<file path="src/common/cpi_defs.svh">
// constants for the processor-side priority and software interrupt registers
`ifndef CPI_DEFS_SVH
`define CPI_DEFS_SVH

// ----------------------------------------------------------------
// system register encodings
// ----------------------------------------------------------------
`define CPI_PMR_OP1 3'h0
`define CPI_PMR_CRN 4'h4
`define CPI_PMR_CRM 4'h6
`define CPI_PMR_OP2 3'h0
`define CPI_RPR_OP1 3'h0
`define CPI_RPR_CRN 4'hC
`define CPI_RPR_CRM 4'hB
`define CPI_RPR_OP2 3'h3
`define CPI_SGI0_OP1 3'h0
`define CPI_SGI0_CRN 4'hC
`define CPI_SGI0_CRM 4'hB
`define CPI_SGI0_OP2 3'h7

// ----------------------------------------------------------------
// field positions of the generate register
// ----------------------------------------------------------------
`define CPI_AFFINITY_LEVEL_THREE_HI 55
`define CPI_AFFINITY_LEVEL_THREE_LO 48
`define CPI_MODE_BIT 40
`define CPI_AFFINITY_LEVEL_TWO_HI 39
`define CPI_AFFINITY_LEVEL_TWO_LO 32
`define CPI_ID_HI 27
`define CPI_ID_LO 24
`define CPI_AFFINITY_LEVEL_ONE_HI 23
`define CPI_AFFINITY_LEVEL_ONE_LO 16
`define CPI_TGT_HI 15
`define CPI_TGT_LO 0

// ----------------------------------------------------------------
// reset and idle values, exception level codes
// ----------------------------------------------------------------
`define CPI_PMR_RESET 8'h00
`define CPI_IDLE_PRIO 8'hFF
`define CPI_EL0 2'h0
`define CPI_EL1 2'h1
`define CPI_EL2 2'h2
`define CPI_EL3 2'h3

`endif

</file>
<file path="src/common/cpi_pkg.sv">
// types shared by the priority and software interrupt register block
package cpi_pkg;
  // register addressed by an access
  typedef enum logic [1:0] {SEL_NONE, SEL_PMR, SEL_RPR, SEL_SGI0} cpi_sel_t;
  // outcome of the access check
  typedef enum logic [1:0] {ACC_OK, ACC_TRAP, ACC_VIRT, ACC_UNDEF} cpi_acc_t;
  // request handling state
  typedef enum logic [0:0] {ST_IDLE, ST_WAIT_GEN} cpi_state_t;
endpackage

</file>
<file path="src/hdl/cpi_access_check.sv">
// trap, redirect and undefined decision for one system register access
`timescale 1ns/1ps
`default_nettype none
`include "cpi_defs.svh"
module cpi_access_check
  import cpi_pkg::*;
(
  input wire cpi_sel_t sel,
  input wire logic is_write,
  input wire logic [1:0] el,
  input wire logic security_state_bit,
  input wire logic hyp_fiq_route,
  input wire logic hyp_irq_route,
  input wire logic hyp_common_reg_trap,
  input wire logic sysreg_enable_level1,
  input wire logic sysreg_enable_level2,
  input wire logic sysreg_enable_level3,
  input wire logic el3_present,
  input wire logic secure_monitor_fiq_route,
  input wire logic secure_monitor_irq_route,
  output cpi_acc_t acc,
  output logic [1:0] trap_el
);
  logic ns_el1;
  logic hyp_route;
  logic sre_off;
  logic bad_dir;
  logic mon_trap;

  // ----------------------------------------------------------------
  // condition terms
  // ----------------------------------------------------------------
  assign ns_el1 = (el == `CPI_EL1) && security_state_bit;
  assign hyp_route = hyp_fiq_route | hyp_irq_route;
  assign sre_off = ((el == `CPI_EL1) && !sysreg_enable_level1) ||
                   ((el == `CPI_EL2) && !sysreg_enable_level2) ||
                   ((el == `CPI_EL3) && !sysreg_enable_level3);
  assign bad_dir = ((sel == SEL_RPR) && is_write) ||
                   ((sel == SEL_SGI0) && !is_write);
  assign mon_trap = el3_present && secure_monitor_fiq_route && secure_monitor_irq_route &&
                    (((el == `CPI_EL1) && !security_state_bit) || (el == `CPI_EL2) ||
                     (ns_el1 && !hyp_route));

  // priority of the outcomes
  always_comb begin
    acc = ACC_OK;
    trap_el = el;
    if ((sel == SEL_NONE) || (el == `CPI_EL0) || bad_dir) begin
      acc = ACC_UNDEF;
    end else if (sre_off) begin
      acc = ACC_TRAP;
    end else if (ns_el1 && hyp_route) begin
      if (sel == SEL_SGI0) begin
        acc = ACC_TRAP;
        trap_el = `CPI_EL2;
      end else begin
        acc = ACC_VIRT;
      end
    end else if (ns_el1 && hyp_common_reg_trap) begin
      acc = ACC_TRAP;
      trap_el = `CPI_EL2;
    end else if (mon_trap) begin
      acc = ACC_TRAP;
      trap_el = `CPI_EL3;
    end
  end
endmodule
`default_nettype wire

</file>
<file path="src/hdl/cpi_sgi_builder.sv">
// builds and holds one generate packet until the distributor takes it
`timescale 1ns/1ps
`default_nettype none
`include "cpi_defs.svh"
module cpi_sgi_builder (
  input wire logic clk,
  input wire logic rst_n,
  input wire logic load,
  input wire logic [63:0] wdata,
  input wire logic gen_ready,
  output logic gen_valid,
  output logic [3:0] gen_interrupt_identifier,
  output logic gen_routing_mode,
  output logic [7:0] gen_affinity_level_three,
  output logic [7:0] gen_affinity_level_two,
  output logic [7:0] gen_affinity_level_one,
  output logic [15:0] gen_target_bitmap
);
  logic mode;

  assign mode = wdata[`CPI_MODE_BIT];

  // packet valid until accepted
  always_ff @(posedge clk or negedge rst_n) begin
    if (!rst_n) begin
      gen_valid <= 1'b0;
    end else if (load) begin
      gen_valid <= 1'b1;
    end else if (gen_ready) begin
      gen_valid <= 1'b0;
    end
  end

  // packet fields, targeting cleared in broadcast mode
  always_ff @(posedge clk or negedge rst_n) begin
    if (!rst_n) begin
      gen_interrupt_identifier <= 4'h0;
      gen_routing_mode <= 1'b0;
      gen_affinity_level_three <= 8'h00;
      gen_affinity_level_two <= 8'h00;
      gen_affinity_level_one <= 8'h00;
      gen_target_bitmap <= 16'h0000;
    end else if (load) begin
      gen_interrupt_identifier <= wdata[`CPI_ID_HI:`CPI_ID_LO];
      gen_routing_mode <= mode;
      gen_affinity_level_three <= mode ? 8'h00 : wdata[`CPI_AFFINITY_LEVEL_THREE_HI:`CPI_AFFINITY_LEVEL_THREE_LO];
      gen_affinity_level_two <= mode ? 8'h00 : wdata[`CPI_AFFINITY_LEVEL_TWO_HI:`CPI_AFFINITY_LEVEL_TWO_LO];
      gen_affinity_level_one <= mode ? 8'h00 : wdata[`CPI_AFFINITY_LEVEL_ONE_HI:`CPI_AFFINITY_LEVEL_ONE_LO];
      gen_target_bitmap <= mode ? 16'h0000 : wdata[`CPI_TGT_HI:`CPI_TGT_LO];
    end
  end
endmodule
`default_nettype wire

</file>
<file path="src/hdl/cpi_regs.sv">
// priority mask, running priority and group 0 generate system registers
//
// Functional notes
// - mask register read and written at op1 0, CRn 4, CRm 6, op2 0.
// - non-secure level 1 reaches mask only with both hypervisor routes clear.
// - pending interrupt signalled only when its priority is below the mask.
// - disabled system register interface at a level traps accesses to that level.
// - non-secure level 1 accesses trap to level 2 under common-register trap.
// - both monitor routes set trap level 1, 2 accesses to level 3.
// - running priority is read-only, priority in bits 7:0, zero above.
// - running priority is group priority of the active interrupt.
// - no active or all dropped gives the idle priority.
// - group priority uses priority bits 7:1 with bit 0 cleared.
// - running priority at op1 0, CRn 12, CRm 11, op2 3, virtual when routed.
// - generate register write raises secure group 0 software interrupts.
// - generate layout: affinities, mode bit 40, identifier, target bitmap.
// - interrupt identifier comes from bits 27:24.
// - mode 0 targets affinity path plus bitmap, mode 1 all but self.
// - in mode 1 the affinity and bitmap fields are forced to zero.
// - bitmap bit n selects affinity-0 value n in the cluster.
`timescale 1ns/1ps
`default_nettype none
`include "cpi_defs.svh"
module cpi_regs
  import cpi_pkg::*;
(
  input wire logic clk,
  input wire logic rstn,
  // system register access port
  input wire logic sr_req,
  input wire logic sr_write,
  input wire logic [2:0] sr_op1,
  input wire logic [3:0] sr_crn,
  input wire logic [3:0] sr_crm,
  input wire logic [2:0] sr_op2,
  input wire logic [1:0] sr_el,
  input wire logic [63:0] sr_wdata,
  output logic sr_ready,
  output logic sr_done,
  output logic [63:0] sr_rdata,
  output logic sr_trap,
  output logic [1:0] sr_trap_el,
  output logic sr_virtual,
  output logic sr_undef,
  // processor state controlling traps and redirects
  input wire logic security_state_bit,
  input wire logic hyp_fiq_route,
  input wire logic hyp_irq_route,
  input wire logic hyp_common_reg_trap,
  input wire logic sysreg_enable_level1,
  input wire logic sysreg_enable_level2,
  input wire logic sysreg_enable_level3,
  input wire logic el3_present,
  input wire logic secure_monitor_fiq_route,
  input wire logic secure_monitor_irq_route,
  // active and pending interrupt state of the interface
  input wire logic act_valid,
  input wire logic act_all_dropped,
  input wire logic [7:0] act_priority,
  input wire logic pend_valid,
  input wire logic [7:0] pend_priority,
  output logic irq_signal,
  output logic [7:0] priority_mask_value,
  // generate packet toward the distributor
  input wire logic gen_ready,
  output logic gen_valid,
  output logic [3:0] gen_interrupt_identifier,
  output logic gen_routing_mode,
  output logic [7:0] gen_affinity_level_three,
  output logic [7:0] gen_affinity_level_two,
  output logic [7:0] gen_affinity_level_one,
  output logic [15:0] gen_target_bitmap
);
  // ----------------------------------------------------------------
  // reset release
  // ----------------------------------------------------------------
  logic rst_meta_reg;
  logic rst_n;

  // two-stage release of the asynchronous reset
  always_ff @(posedge clk or negedge rstn) begin
    if (!rstn) begin
      rst_meta_reg <= 1'b0;
      rst_n <= 1'b0;
    end else begin
      rst_meta_reg <= 1'b1;
      rst_n <= rst_meta_reg;
    end
  end

  // ----------------------------------------------------------------
  // declarations
  // ----------------------------------------------------------------
  cpi_sel_t sel;
  cpi_acc_t acc;

  cpi_state_t state_reg;
  cpi_state_t state_next;

  logic [1:0] trap_el;
  logic take;
  logic ok_access;
  logic gen_load;
  logic gen_taken;

  logic [7:0] pmr_reg;
  logic [7:0] pmr_next;

  logic [7:0] rpr_reg;
  logic [7:0] rpr_next;
  logic [7:0] group_prio;

  logic rdone_reg;
  logic [63:0] rdata_reg;
  logic trap_reg;
  logic [1:0] trap_el_reg;
  logic virt_reg;
  logic undef_reg;

  logic irq_reg;

  // ----------------------------------------------------------------
  // encoding decode
  // ----------------------------------------------------------------
  // map the instruction encoding onto one of the three registers
  always_comb begin
    sel = SEL_NONE;
    if (sr_op1 == `CPI_PMR_OP1 && sr_crn == `CPI_PMR_CRN &&
        sr_crm == `CPI_PMR_CRM && sr_op2 == `CPI_PMR_OP2) begin
      sel = SEL_PMR;
    end else if (sr_op1 == `CPI_RPR_OP1 && sr_crn == `CPI_RPR_CRN &&
                 sr_crm == `CPI_RPR_CRM && sr_op2 == `CPI_RPR_OP2) begin
      sel = SEL_RPR;
    end else if (sr_op1 == `CPI_SGI0_OP1 && sr_crn == `CPI_SGI0_CRN &&
                 sr_crm == `CPI_SGI0_CRM && sr_op2 == `CPI_SGI0_OP2) begin
      sel = SEL_SGI0;
    end
  end

  // ----------------------------------------------------------------
  // access checking
  // ----------------------------------------------------------------
  cpi_access_check u_check (
    .sel(sel),
    .is_write(sr_write),
    .el(sr_el),
    .security_state_bit(security_state_bit),
    .hyp_fiq_route(hyp_fiq_route),
    .hyp_irq_route(hyp_irq_route),
    .hyp_common_reg_trap(hyp_common_reg_trap),
    .sysreg_enable_level1(sysreg_enable_level1),
    .sysreg_enable_level2(sysreg_enable_level2),
    .sysreg_enable_level3(sysreg_enable_level3),
    .el3_present(el3_present),
    .secure_monitor_fiq_route(secure_monitor_fiq_route),
    .secure_monitor_irq_route(secure_monitor_irq_route),
    .acc(acc),
    .trap_el(trap_el)
  );

  // request taken only while idle; a pending packet stalls the port
  assign sr_ready = (state_reg == ST_IDLE);
  assign take = sr_req && sr_ready;
  assign ok_access = take && (acc == ACC_OK);
  assign gen_load = ok_access && (sel == SEL_SGI0);
  assign gen_taken = gen_valid && gen_ready;

  // ----------------------------------------------------------------
  // request state machine
  // ----------------------------------------------------------------
  // a generate write completes only once the distributor took the packet
  always_comb begin
    state_next = state_reg;
    case (state_reg)
      ST_IDLE: begin
        if (gen_load) begin
          state_next = ST_WAIT_GEN;
        end
      end
      ST_WAIT_GEN: begin
        if (gen_taken) begin
          state_next = ST_IDLE;
        end
      end
      default: begin
        state_next = ST_IDLE;
      end
    endcase
  end

  // state register
  always_ff @(posedge clk or negedge rst_n) begin
    if (!rst_n) begin
      state_reg <= ST_IDLE;
    end else begin
      state_reg <= state_next;
    end
  end

  // ----------------------------------------------------------------
  // priority mask
  // ----------------------------------------------------------------
  // physical mask written only by an access that passed the check
  always_comb begin
    pmr_next = pmr_reg;
    if (ok_access && sel == SEL_PMR && sr_write) begin
      pmr_next = sr_wdata[7:0];
    end
  end

  // mask storage
  always_ff @(posedge clk or negedge rst_n) begin
    if (!rst_n) begin
      pmr_reg <= `CPI_PMR_RESET;
    end else begin
      pmr_reg <= pmr_next;
    end
  end

  // mask as seen by the interface
  assign priority_mask_value = pmr_reg;

  // ----------------------------------------------------------------
  // pending interrupt filter
  // ----------------------------------------------------------------
  // compared against the post-write mask so a write takes effect at once
  always_ff @(posedge clk or negedge rst_n) begin
    if (!rst_n) begin
      irq_reg <= 1'b0;
    end else begin
      irq_reg <= pend_valid && (pend_priority < pmr_next);
    end
  end

  // registered pending signal
  assign irq_signal = irq_reg;

  // ----------------------------------------------------------------
  // running priority
  // ----------------------------------------------------------------
  // binary point at its minimum
  assign group_prio = {act_priority[7:1], 1'b0};

  // idle value when nothing is active or all active have dropped
  always_comb begin
    rpr_next = `CPI_IDLE_PRIO;
    if (act_valid && !act_all_dropped) begin
      rpr_next = group_prio;
    end
  end

  // running priority tracking
  always_ff @(posedge clk or negedge rst_n) begin
    if (!rst_n) begin
      rpr_reg <= `CPI_IDLE_PRIO;
    end else begin
      rpr_reg <= rpr_next;
    end
  end

  // ----------------------------------------------------------------
  // response
  // ----------------------------------------------------------------
  // completion pulse: at once for reads, traps and mask writes
  always_ff @(posedge clk or negedge rst_n) begin
    if (!rst_n) begin
      rdone_reg <= 1'b0;
    end else begin
      rdone_reg <= (take && !gen_load) || (state_reg == ST_WAIT_GEN && gen_taken);
    end
  end

  // read data, upper bits always zero
  always_ff @(posedge clk or negedge rst_n) begin
    if (!rst_n) begin
      rdata_reg <= 64'h0000_0000_0000_0000;
    end else if (take) begin
      rdata_reg <= 64'h0000_0000_0000_0000;
      if (ok_access && !sr_write && sel == SEL_PMR) begin
        rdata_reg <= {56'h00_0000_0000_0000, pmr_reg};
      end else if (ok_access && !sr_write && sel == SEL_RPR) begin
        rdata_reg <= {56'h00_0000_0000_0000, rpr_reg};
      end
    end
  end

  // trap report
  always_ff @(posedge clk or negedge rst_n) begin
    if (!rst_n) begin
      trap_reg <= 1'b0;
      trap_el_reg <= `CPI_EL0;
    end else begin
      trap_reg <= take && (acc == ACC_TRAP);
      if (take) begin
        trap_el_reg <= (acc == ACC_TRAP) ? trap_el : `CPI_EL0;
      end
    end
  end

  // redirect to the virtual copy and undefined encodings
  always_ff @(posedge clk or negedge rst_n) begin
    if (!rst_n) begin
      virt_reg <= 1'b0;
      undef_reg <= 1'b0;
    end else begin
      virt_reg <= take && (acc == ACC_VIRT);
      undef_reg <= take && (acc == ACC_UNDEF);
    end
  end

  // registered port responses
  assign sr_done = rdone_reg;
  assign sr_rdata = rdata_reg;
  assign sr_trap = trap_reg;
  assign sr_trap_el = trap_el_reg;
  assign sr_virtual = virt_reg;
  assign sr_undef = undef_reg;

  // ----------------------------------------------------------------
  // generate packet
  // ----------------------------------------------------------------
  // distributor always answers with ready eventually
  cpi_sgi_builder u_sgi (
    .clk(clk),
    .rst_n(rst_n),
    .load(gen_load),
    .wdata(sr_wdata),
    .gen_ready(gen_ready),
    .gen_valid(gen_valid),
    .gen_interrupt_identifier(gen_interrupt_identifier),
    .gen_routing_mode(gen_routing_mode),
    .gen_affinity_level_three(gen_affinity_level_three),
    .gen_affinity_level_two(gen_affinity_level_two),
    .gen_affinity_level_one(gen_affinity_level_one),
    .gen_target_bitmap(gen_target_bitmap)
  );
endmodule
`default_nettype wire

</file>
<file path="config.mk">
export PLATFORM = sky130hd
export DESIGN_NAME = cpi_regs
export DESIGN_NICKNAME = d
export VERILOG_FILES = /design/src/common/cpi_pkg.sv /design/src/hdl/cpi_access_check.sv /design/src/hdl/cpi_sgi_builder.sv /design/src/hdl/cpi_regs.sv
export VERILOG_INCLUDE_DIRS = /design/src /design/src/common
export SDC_FILE = /design/constraint.sdc
export NUM_CORES = 1
export LEC_CHECK = 0
export BUFFER_PORTS_ARGS = -buffer_cell sky130_fd_sc_hd__buf_2
export CAP_MARGIN = 15
export CORE_MARGIN = 5
export CORE_UTILIZATION = 48
export DETAILED_ROUTE_END_ITERATION = 6
export MAX_ROUTING_LAYER = met4
export PLACE_DENSITY = 0.86
export SETUP_SLACK_MARGIN = 0.02
export SLEW_MARGIN = 20
export SYNTH_ARGS = -nofsm -noshare
export SYNTH_HDL_FRONTEND = slang
export SYNTH_SLANG_ARGS = --single-unit
</file>
<file path="constraint.sdc">
create_clock -name clk -period 7.6 [get_ports clk]
set_input_delay 0.38 -clock clk [delete_from_list [all_inputs] [get_ports clk]]
set_output_delay 0.38 -clock clk [all_outputs]
set_load 0.02 [all_outputs]
</file>
==> impl_metrics.toml, run 1 <==
[run_status]
status = "finished, final reports clean"

[timing]
fmax_ghz = 0.2788
setup_tns_ns = 0
setup_viol = 0
fin_skew_ns = 0.02060
worst_pin_slew_ns = 0.8579
period_needed_ns = 3.586
period_share = 0.4719
slew_viol_final = 0
finalHoldViolCount = 0
relSlewSlack = 0.4268
rsz0062_at_grt = "false"

[power_and_ir_drop]
seq_power_share = 0.505
max-vdd-ir-drop_uv = 136.4
swShare = 0.2484
intPower_uw = 648.0
clkPwrFrac = 0.394
power.density_nw_per_um2 = 167.7
power_switching_uw = 214.2
power_leakage_uw = 0.002822
p_comb_frac = 0.101

[floorplan]
pin_count = 240
die_h_microns = 103.9
dieArea_sq_um = 10790
start_util = 0.4899
rows = 34
coreArea_sq_um = 8636
dieWidth_microns = 103.9

[yosys]
synth_cell_type_count = 43
netlist_top_cells_count = "dfrtp_1 (72), buf_4 (57), nor2b_1 (44), mux2_2 (35), mux2_4 (17)"
synth_seq_cells = 80
synth_area_leader_cell = "dfrtp_1"
ys_seq_area_frac = 0.4756
async_reset_ff_frac = 1.000
syn_area_sq_um = 4230
syn_inst = 364
synth.area.top_cells = "dfrtp_1 (43%), buf_4 (10%), mux2_2 (9.3%)"
ys.flop_type = "dfrtp_1"
synth_top_area_frac = 0.4259
synth.most_common_cell = "dfrtp_1"
synth_edf_count = 0
synth_warnings = 0
syn_avg_cell_area_sq_um = 11.62

[routing]
routed_wl_mm = 9.685
num_vias = 3065
wl_per_cell_microns = 15.16
postRouteAntennaNets = 0
drtIter0Drc = 107
drc = 0
avgViaCountPerCell = 4.797
drt-pass1-iter-count = 4

[run]
drv_cap = 0

[placement]
port_buffers = 163
place_congestion = 0.8315
placed_area_sq_um = 4898
hpwl_mm = 7.302
post-place-cells = 621

[final_layout]
syn_to_final_growth_pct = 21.53
regMostFlops = "u_sgi.gen_target_bitmap"
final_core_util = 0.5953
finalNonFillerCells = 639
fillCellCount = 778
largest_reg_flops = 16
postLayoutCellArea_sq_um = 5141
num-nets-final = 647
layout-drive-gt1-share = 0.4595
antennaDiodeCount = 0

[global_routing]
grt_pass1_wl_mm = 15.64
overflow = 0
grtUsageTotal = 0.1789
grt_max_degree = 79
grt_pass1_vias = 3184
antenna_found_initial = 0

[worst_hold_path]
hold_depth = 2
hp-class = "input port to flop"

[critical_path]
reg2reg_depth = 11
required_ns = 7.85
worstPathArrival_ns = 3.84
crit_type = "flop to flop"
start_kind = "flop"
worst-path-max-fanout = 14
end_kind = "flop"

[clock_tree]
h-tree-depth = 3
clk_path_buf_depth = 2
root_buffer = "clkbuf_8"
cts.repair.resized = 0
cts_sinks = 80
cts-buffers-inserted = 9
clk_latency_ns = 0.34
clk_pin_slew_worst_paths_ns = 0.09
cts_tree = "yes"
path summary, 6_finish.rpt:
path / start / end / slack, ns
worst max register to register: state_reg$_DFF_PN0_ / irq_signal$_DFF_PN0_ / 4.01
min in group asynchronous: rst_n$_DFF_PN0_ / u_sgi.gen_target_bitmap[10]$_DFFE_PN0P_ / 0.33
worst min-delay path: act_priority[2] / rpr_reg[2]$_DFF_PN1_ / 0.23
worst max-delay path: state_reg$_DFF_PN0_ / irq_signal$_DFF_PN0_ / 4.01
max in group asynchronous: rst_n$_DFF_PN0_ / rpr_reg[7]$_DFF_PN1_ / 6.61
worst min register to register: rst_n$_DFF_PN0_ / u_sgi.gen_target_bitmap[10]$_DFFE_PN0P_ / 0.33
worst max-delay path, stage by stage, from the launching register on:
cell       delay (ns)
dfrtp_1          0.40
nor2b_1          0.17
nand4b_1         0.21
a2111oi_4        0.74
and3_1           0.73
mux2i_1          0.29
ha_1             0.27
a21oi_1          0.16
nor2b_1          0.07
o31ai_1          0.20
nand4b_1         0.13
a31oi_1          0.15
cells by family after synthesis:
logic type,count (synthesis),share of synthesized area
flops,80,0.4756
compound gates,36,0.06241
other cells,2,0.001775
xor+xnor,2,0.004142
buf+inv,83,0.1310
simple gates,94,0.1319
fa+ha+maj,7,0.02070
mux,60,0.1724
power groups by stage:
stage               clock (uW)  combinational, uW  sequential, uW
global placement             0               78.6             447
floorplan                    0               70.7             445
detailed placement           0               81.0             447
finish                     340               87.3             435
global route               371               95.9             437
CTS                        350               82.1             439
through the flow:
| step | worst slack, ns | hold WS (ns) | power (uW) |
|---|---|---|---|
| global route | 3.641 | 0.2071 | 903.7 |
| floorplan | 4.770 | 0.08441 | 516.2 |
| finish | 4.014 | 0.2256 | 862.1 |
| detailed placement | 3.662 | 0.1667 | 528.2 |
| global placement | 3.777 | 0.1649 | 525.3 |
| CTS | 3.988 | 0.2097 | 871.2 |
layout make-up:
cell class	instances	area [sq um]	share of cell area
sequential	80	2016	0.3921
timing repair buffer	166	853.3	0.1660
tap	108	135.1	0.02628
inverter	13	48.80	0.009491
multi-input combinational	256	1876	0.3648
clock inverter	5	81.33	0.01582
clock buffer	11	131.4	0.02555
placed cells by master (no fill, tap or decap), types with 2 or more instances in the layout:
cell type and n:
conb_1 57, clkbuf_8 9, mux2_4 17, nand4b_1 2
bufinv_16 2, nand2_1 10, and3_1 2, buf_2 163
inv_1 13, xnor2_1 2, dfstp_2 8, a21oi_1 3
nor2_1 8, and2_1 2, clkbuf_1 2, nand3_1 3
nand3b_1 2, o2bb2ai_1 2, o31ai_1 2, dfrtp_1 71
nand2b_1 7, nor2b_1 44, o21ai_0 12, a32oi_1 8
nor3b_1 2, nand4_1 2, mux2_2 35, nor3_1 4
ha_1 7, a21o_1 2, mux2i_1 8, a31oi_1 2
repair_timing:
item / in CTS / in global routing
setup endpoints to repair: 0 / 0
hold buffers: 1 / 0
buffers inserted: 0 / 0
endpoints found under the hold margin: 2 / 0
layer usage:
metal,global-route usage,up-vias,part of all wire
li1,-,1453,-
met1,0.2139,1472,0.40
met2,0.2964,131,0.51
met3,0.05276,9,0.081
met4,0.04718,0,0.0084
met5,-,-,0
(Power assumes the default switching activity.)
==> run 2: changes to the inputs <==
--- a/config.mk
+++ b/config.mk
@@ -9,10 +9,10 @@
 export BUFFER_PORTS_ARGS = -buffer_cell sky130_fd_sc_hd__buf_2
 export CAP_MARGIN = 15
 export CORE_MARGIN = 5
-export CORE_UTILIZATION = 48
+export CORE_UTILIZATION = 45
 export DETAILED_ROUTE_END_ITERATION = 6
 export MAX_ROUTING_LAYER = met4
-export PLACE_DENSITY = 0.86
+export PLACE_DENSITY = 0.82
 export SETUP_SLACK_MARGIN = 0.02
 export SLEW_MARGIN = 20
 export SYNTH_ARGS = -nofsm -noshare
==> constraint.sdc (replaced) <==
create_clock -name clk -period 3.5 [get_ports clk]
set_input_delay 0.175 -clock clk [delete_from_list [all_inputs] [get_ports clk]]
set_output_delay 0.175 -clock clk [all_outputs]
set_load 0.02 [all_outputs]
==> impl_metrics.toml, run 2 (synthesis results as in run 1) <==
[run]
drv_cap = 0

[global_routing]
antenna_found_initial = 0
grt_max_degree = 79
grt.met3_usage = 0.03793
grt_busiest_layer = "met2"
grtUsageTotal = 0.1731
grt_use_met1 = 0.2094
grt_pass1_vias = 3186
grt_pass1_wl_mm = 15.39
overflow = 0
grt_util_met2 = 0.2909

[final_layout]
antennaDiodeCount = 0
largest_reg_flops = 16
final_cell_mix = "buf_2 (163), dfrtp_1 (71), conb_1 (57)"
layout-drive-gt1-share = 0.4625
mostFrequentLayoutCell = "buf_2"
regMostFlops = "u_sgi.gen_target_bitmap"
fillCellCount = 824
syn_to_final_growth_pct = 22.74
num-nets-final = 650

[timing]
fin_skew_ns = 0.01440
timing.final.ws_setup_ns = 0.4663
slew_viol_final = 0
period_needed_ns = 3.034
worst_pin_slew_ns = 0.9530
setup_tns_ns = 0
fmax_ghz = 0.3296
finalHoldViolCount = 0
rsz0062_at_grt = "false"
period_share = 0.8668
setup_viol = 0
relSlewSlack = 0.3633

[clock_tree]
postCtsSetupBuffers = 0
cts_sinks = 80
h-tree-depth = 3
clk_path_buf_depth = 2
root_buffer = "clkbuf_8"
cts_tree = "yes"
clk_latency_ns = 0.34
clk_pin_slew_worst_paths_ns = 0.08
cts-buffers-inserted = 9

[routing]
avgViaCountPerCell = 4.780
wl_per_cell_microns = 14.91
postRouteAntennaNets = 0
drc = 0
num_vias = 3083
routed_wl_mm = 9.616
drtIter0Drc = 102
drt-pass1-iter-count = 4

[critical_path]
worstPathArrival_ns = 3.29
worst-path-max-fanout = 10
start_kind = "flop"
crit_buf_inv = 0
r2r_start = "state_reg$_DFF_PN0_"
required_ns = 3.76
cp_top_family = "simple AND/OR/NAND/NOR gates"
crit_type = "flop to flop"
slowest_delay_ns = 0.56
end_kind = "flop"
worstPathCellList = "nor2b_1 > nand4b_1 > a2111oi_4 > and3_1 > mux2i_1 > ha_1 > a21oi_1 > nor2b_1 > o31ai_1 > nand4b_1 > a31oi_1"
crit_slowest_cell = "and3_1"
crit_start = "state_reg$_DFF_PN0_"

[floorplan]
rows = 35
start_util = 0.4600
pin_count = 240
dieWidth_microns = 107.0
dieArea_sq_um = 11440
die_h_microns = 107.0
coreArea_sq_um = 9196

[power_and_ir_drop]
power.density_nw_per_um2 = 373.6
max-vdd-ir-drop_uv = 212.2
power_leakage_uw = 0.002848

[run_status]
status = "finished, final reports clean"

[worst_hold_path]
hp-class = "input port to flop"
hold_start = "act_priority[6]"

[placement]
place_congestion = 0.8580
hpwl_mm = 7.319
dpl_worst_slack_ns = 0.3446
port_buffers = 163
-- run 2: cell count changes in the layout (fill, tap and decap cells not counted) --
cell,delta
clkinv_2,-1
inv_6,-1
buf_4,+3
bufinv_16,+1
clkinv_4,+1
-- run 2: metal layers --
metal | share of wire | up-vias
li1 | - | 1460
met1 | 0.40 | 1480
met2 | 0.51 | 136
met3 | 0.083 | 7
met4 | 0.0079 | 0
met5 | 0 | -
-- run 2: final timing paths --
path,cells past startpoint,slack (ns),to
max in group asynchronous,1,2.51,rpr_reg[0]$_DFF_PN1_
hold reg to reg,0,0.32,u_sgi.gen_affinity_level_one[0]$_DFFE_PN0P_
hold / removal,2,0.03,rpr_reg[6]$_DFF_PN1_
setup / recovery,11,0.47,irq_signal$_DFF_PN0_
min in group asynchronous,2,0.13,rst_n$_DFF_PN0_
setup reg to reg,11,0.47,irq_signal$_DFF_PN0_
-- run 2: metrics by stage --
stage	hold slack, ns	area, sq um	util	total power, uW	cells
finish	0.02506	5192	0.5646	1940	645
global route	0.008473	5192	0.5646	2038	645
CTS	0.002702	5172	0.5624	1962	644
detailed placement	-0.03958	4925	0.5355	1148	627
global placement	-0.03955	4925	0.5355	1142	627
floorplan	-0.1206	4437	-	1121	419
-- run 2: power breakdown --
| part | leakage [uW] | switching (uW) | total [uW] | internal (uW) |
|---|---|---|---|---|
| Combinational | 0.00166 | 120 | 190 | 69.4 |
| Clock | 0.000114 | 330 | 806 | 476 |
| Sequential | 0.00107 | 11.0 | 944 | 933 |
-- run 2: cell type report --
cell class / count / area [sq um] / share of cell area
inverters: 13 / 48.80 / 0.009398
well taps: 111 / 138.9 / 0.02675
flip-flops and latches: 80 / 2016 / 0.3882
repair buffers: 169 / 875.8 / 0.1687
clock buffers: 11 / 131.4 / 0.02530
clock inverters: 5 / 106.4 / 0.02048
multi-input cells: 256 / 1876 / 0.3612
-- run 2: what timing repair did --
item	CTS	global route
hold endpoints to repair	2	0
resized for setup	0	0
hold buffers	1	0
setup endpoints to repair	0	0
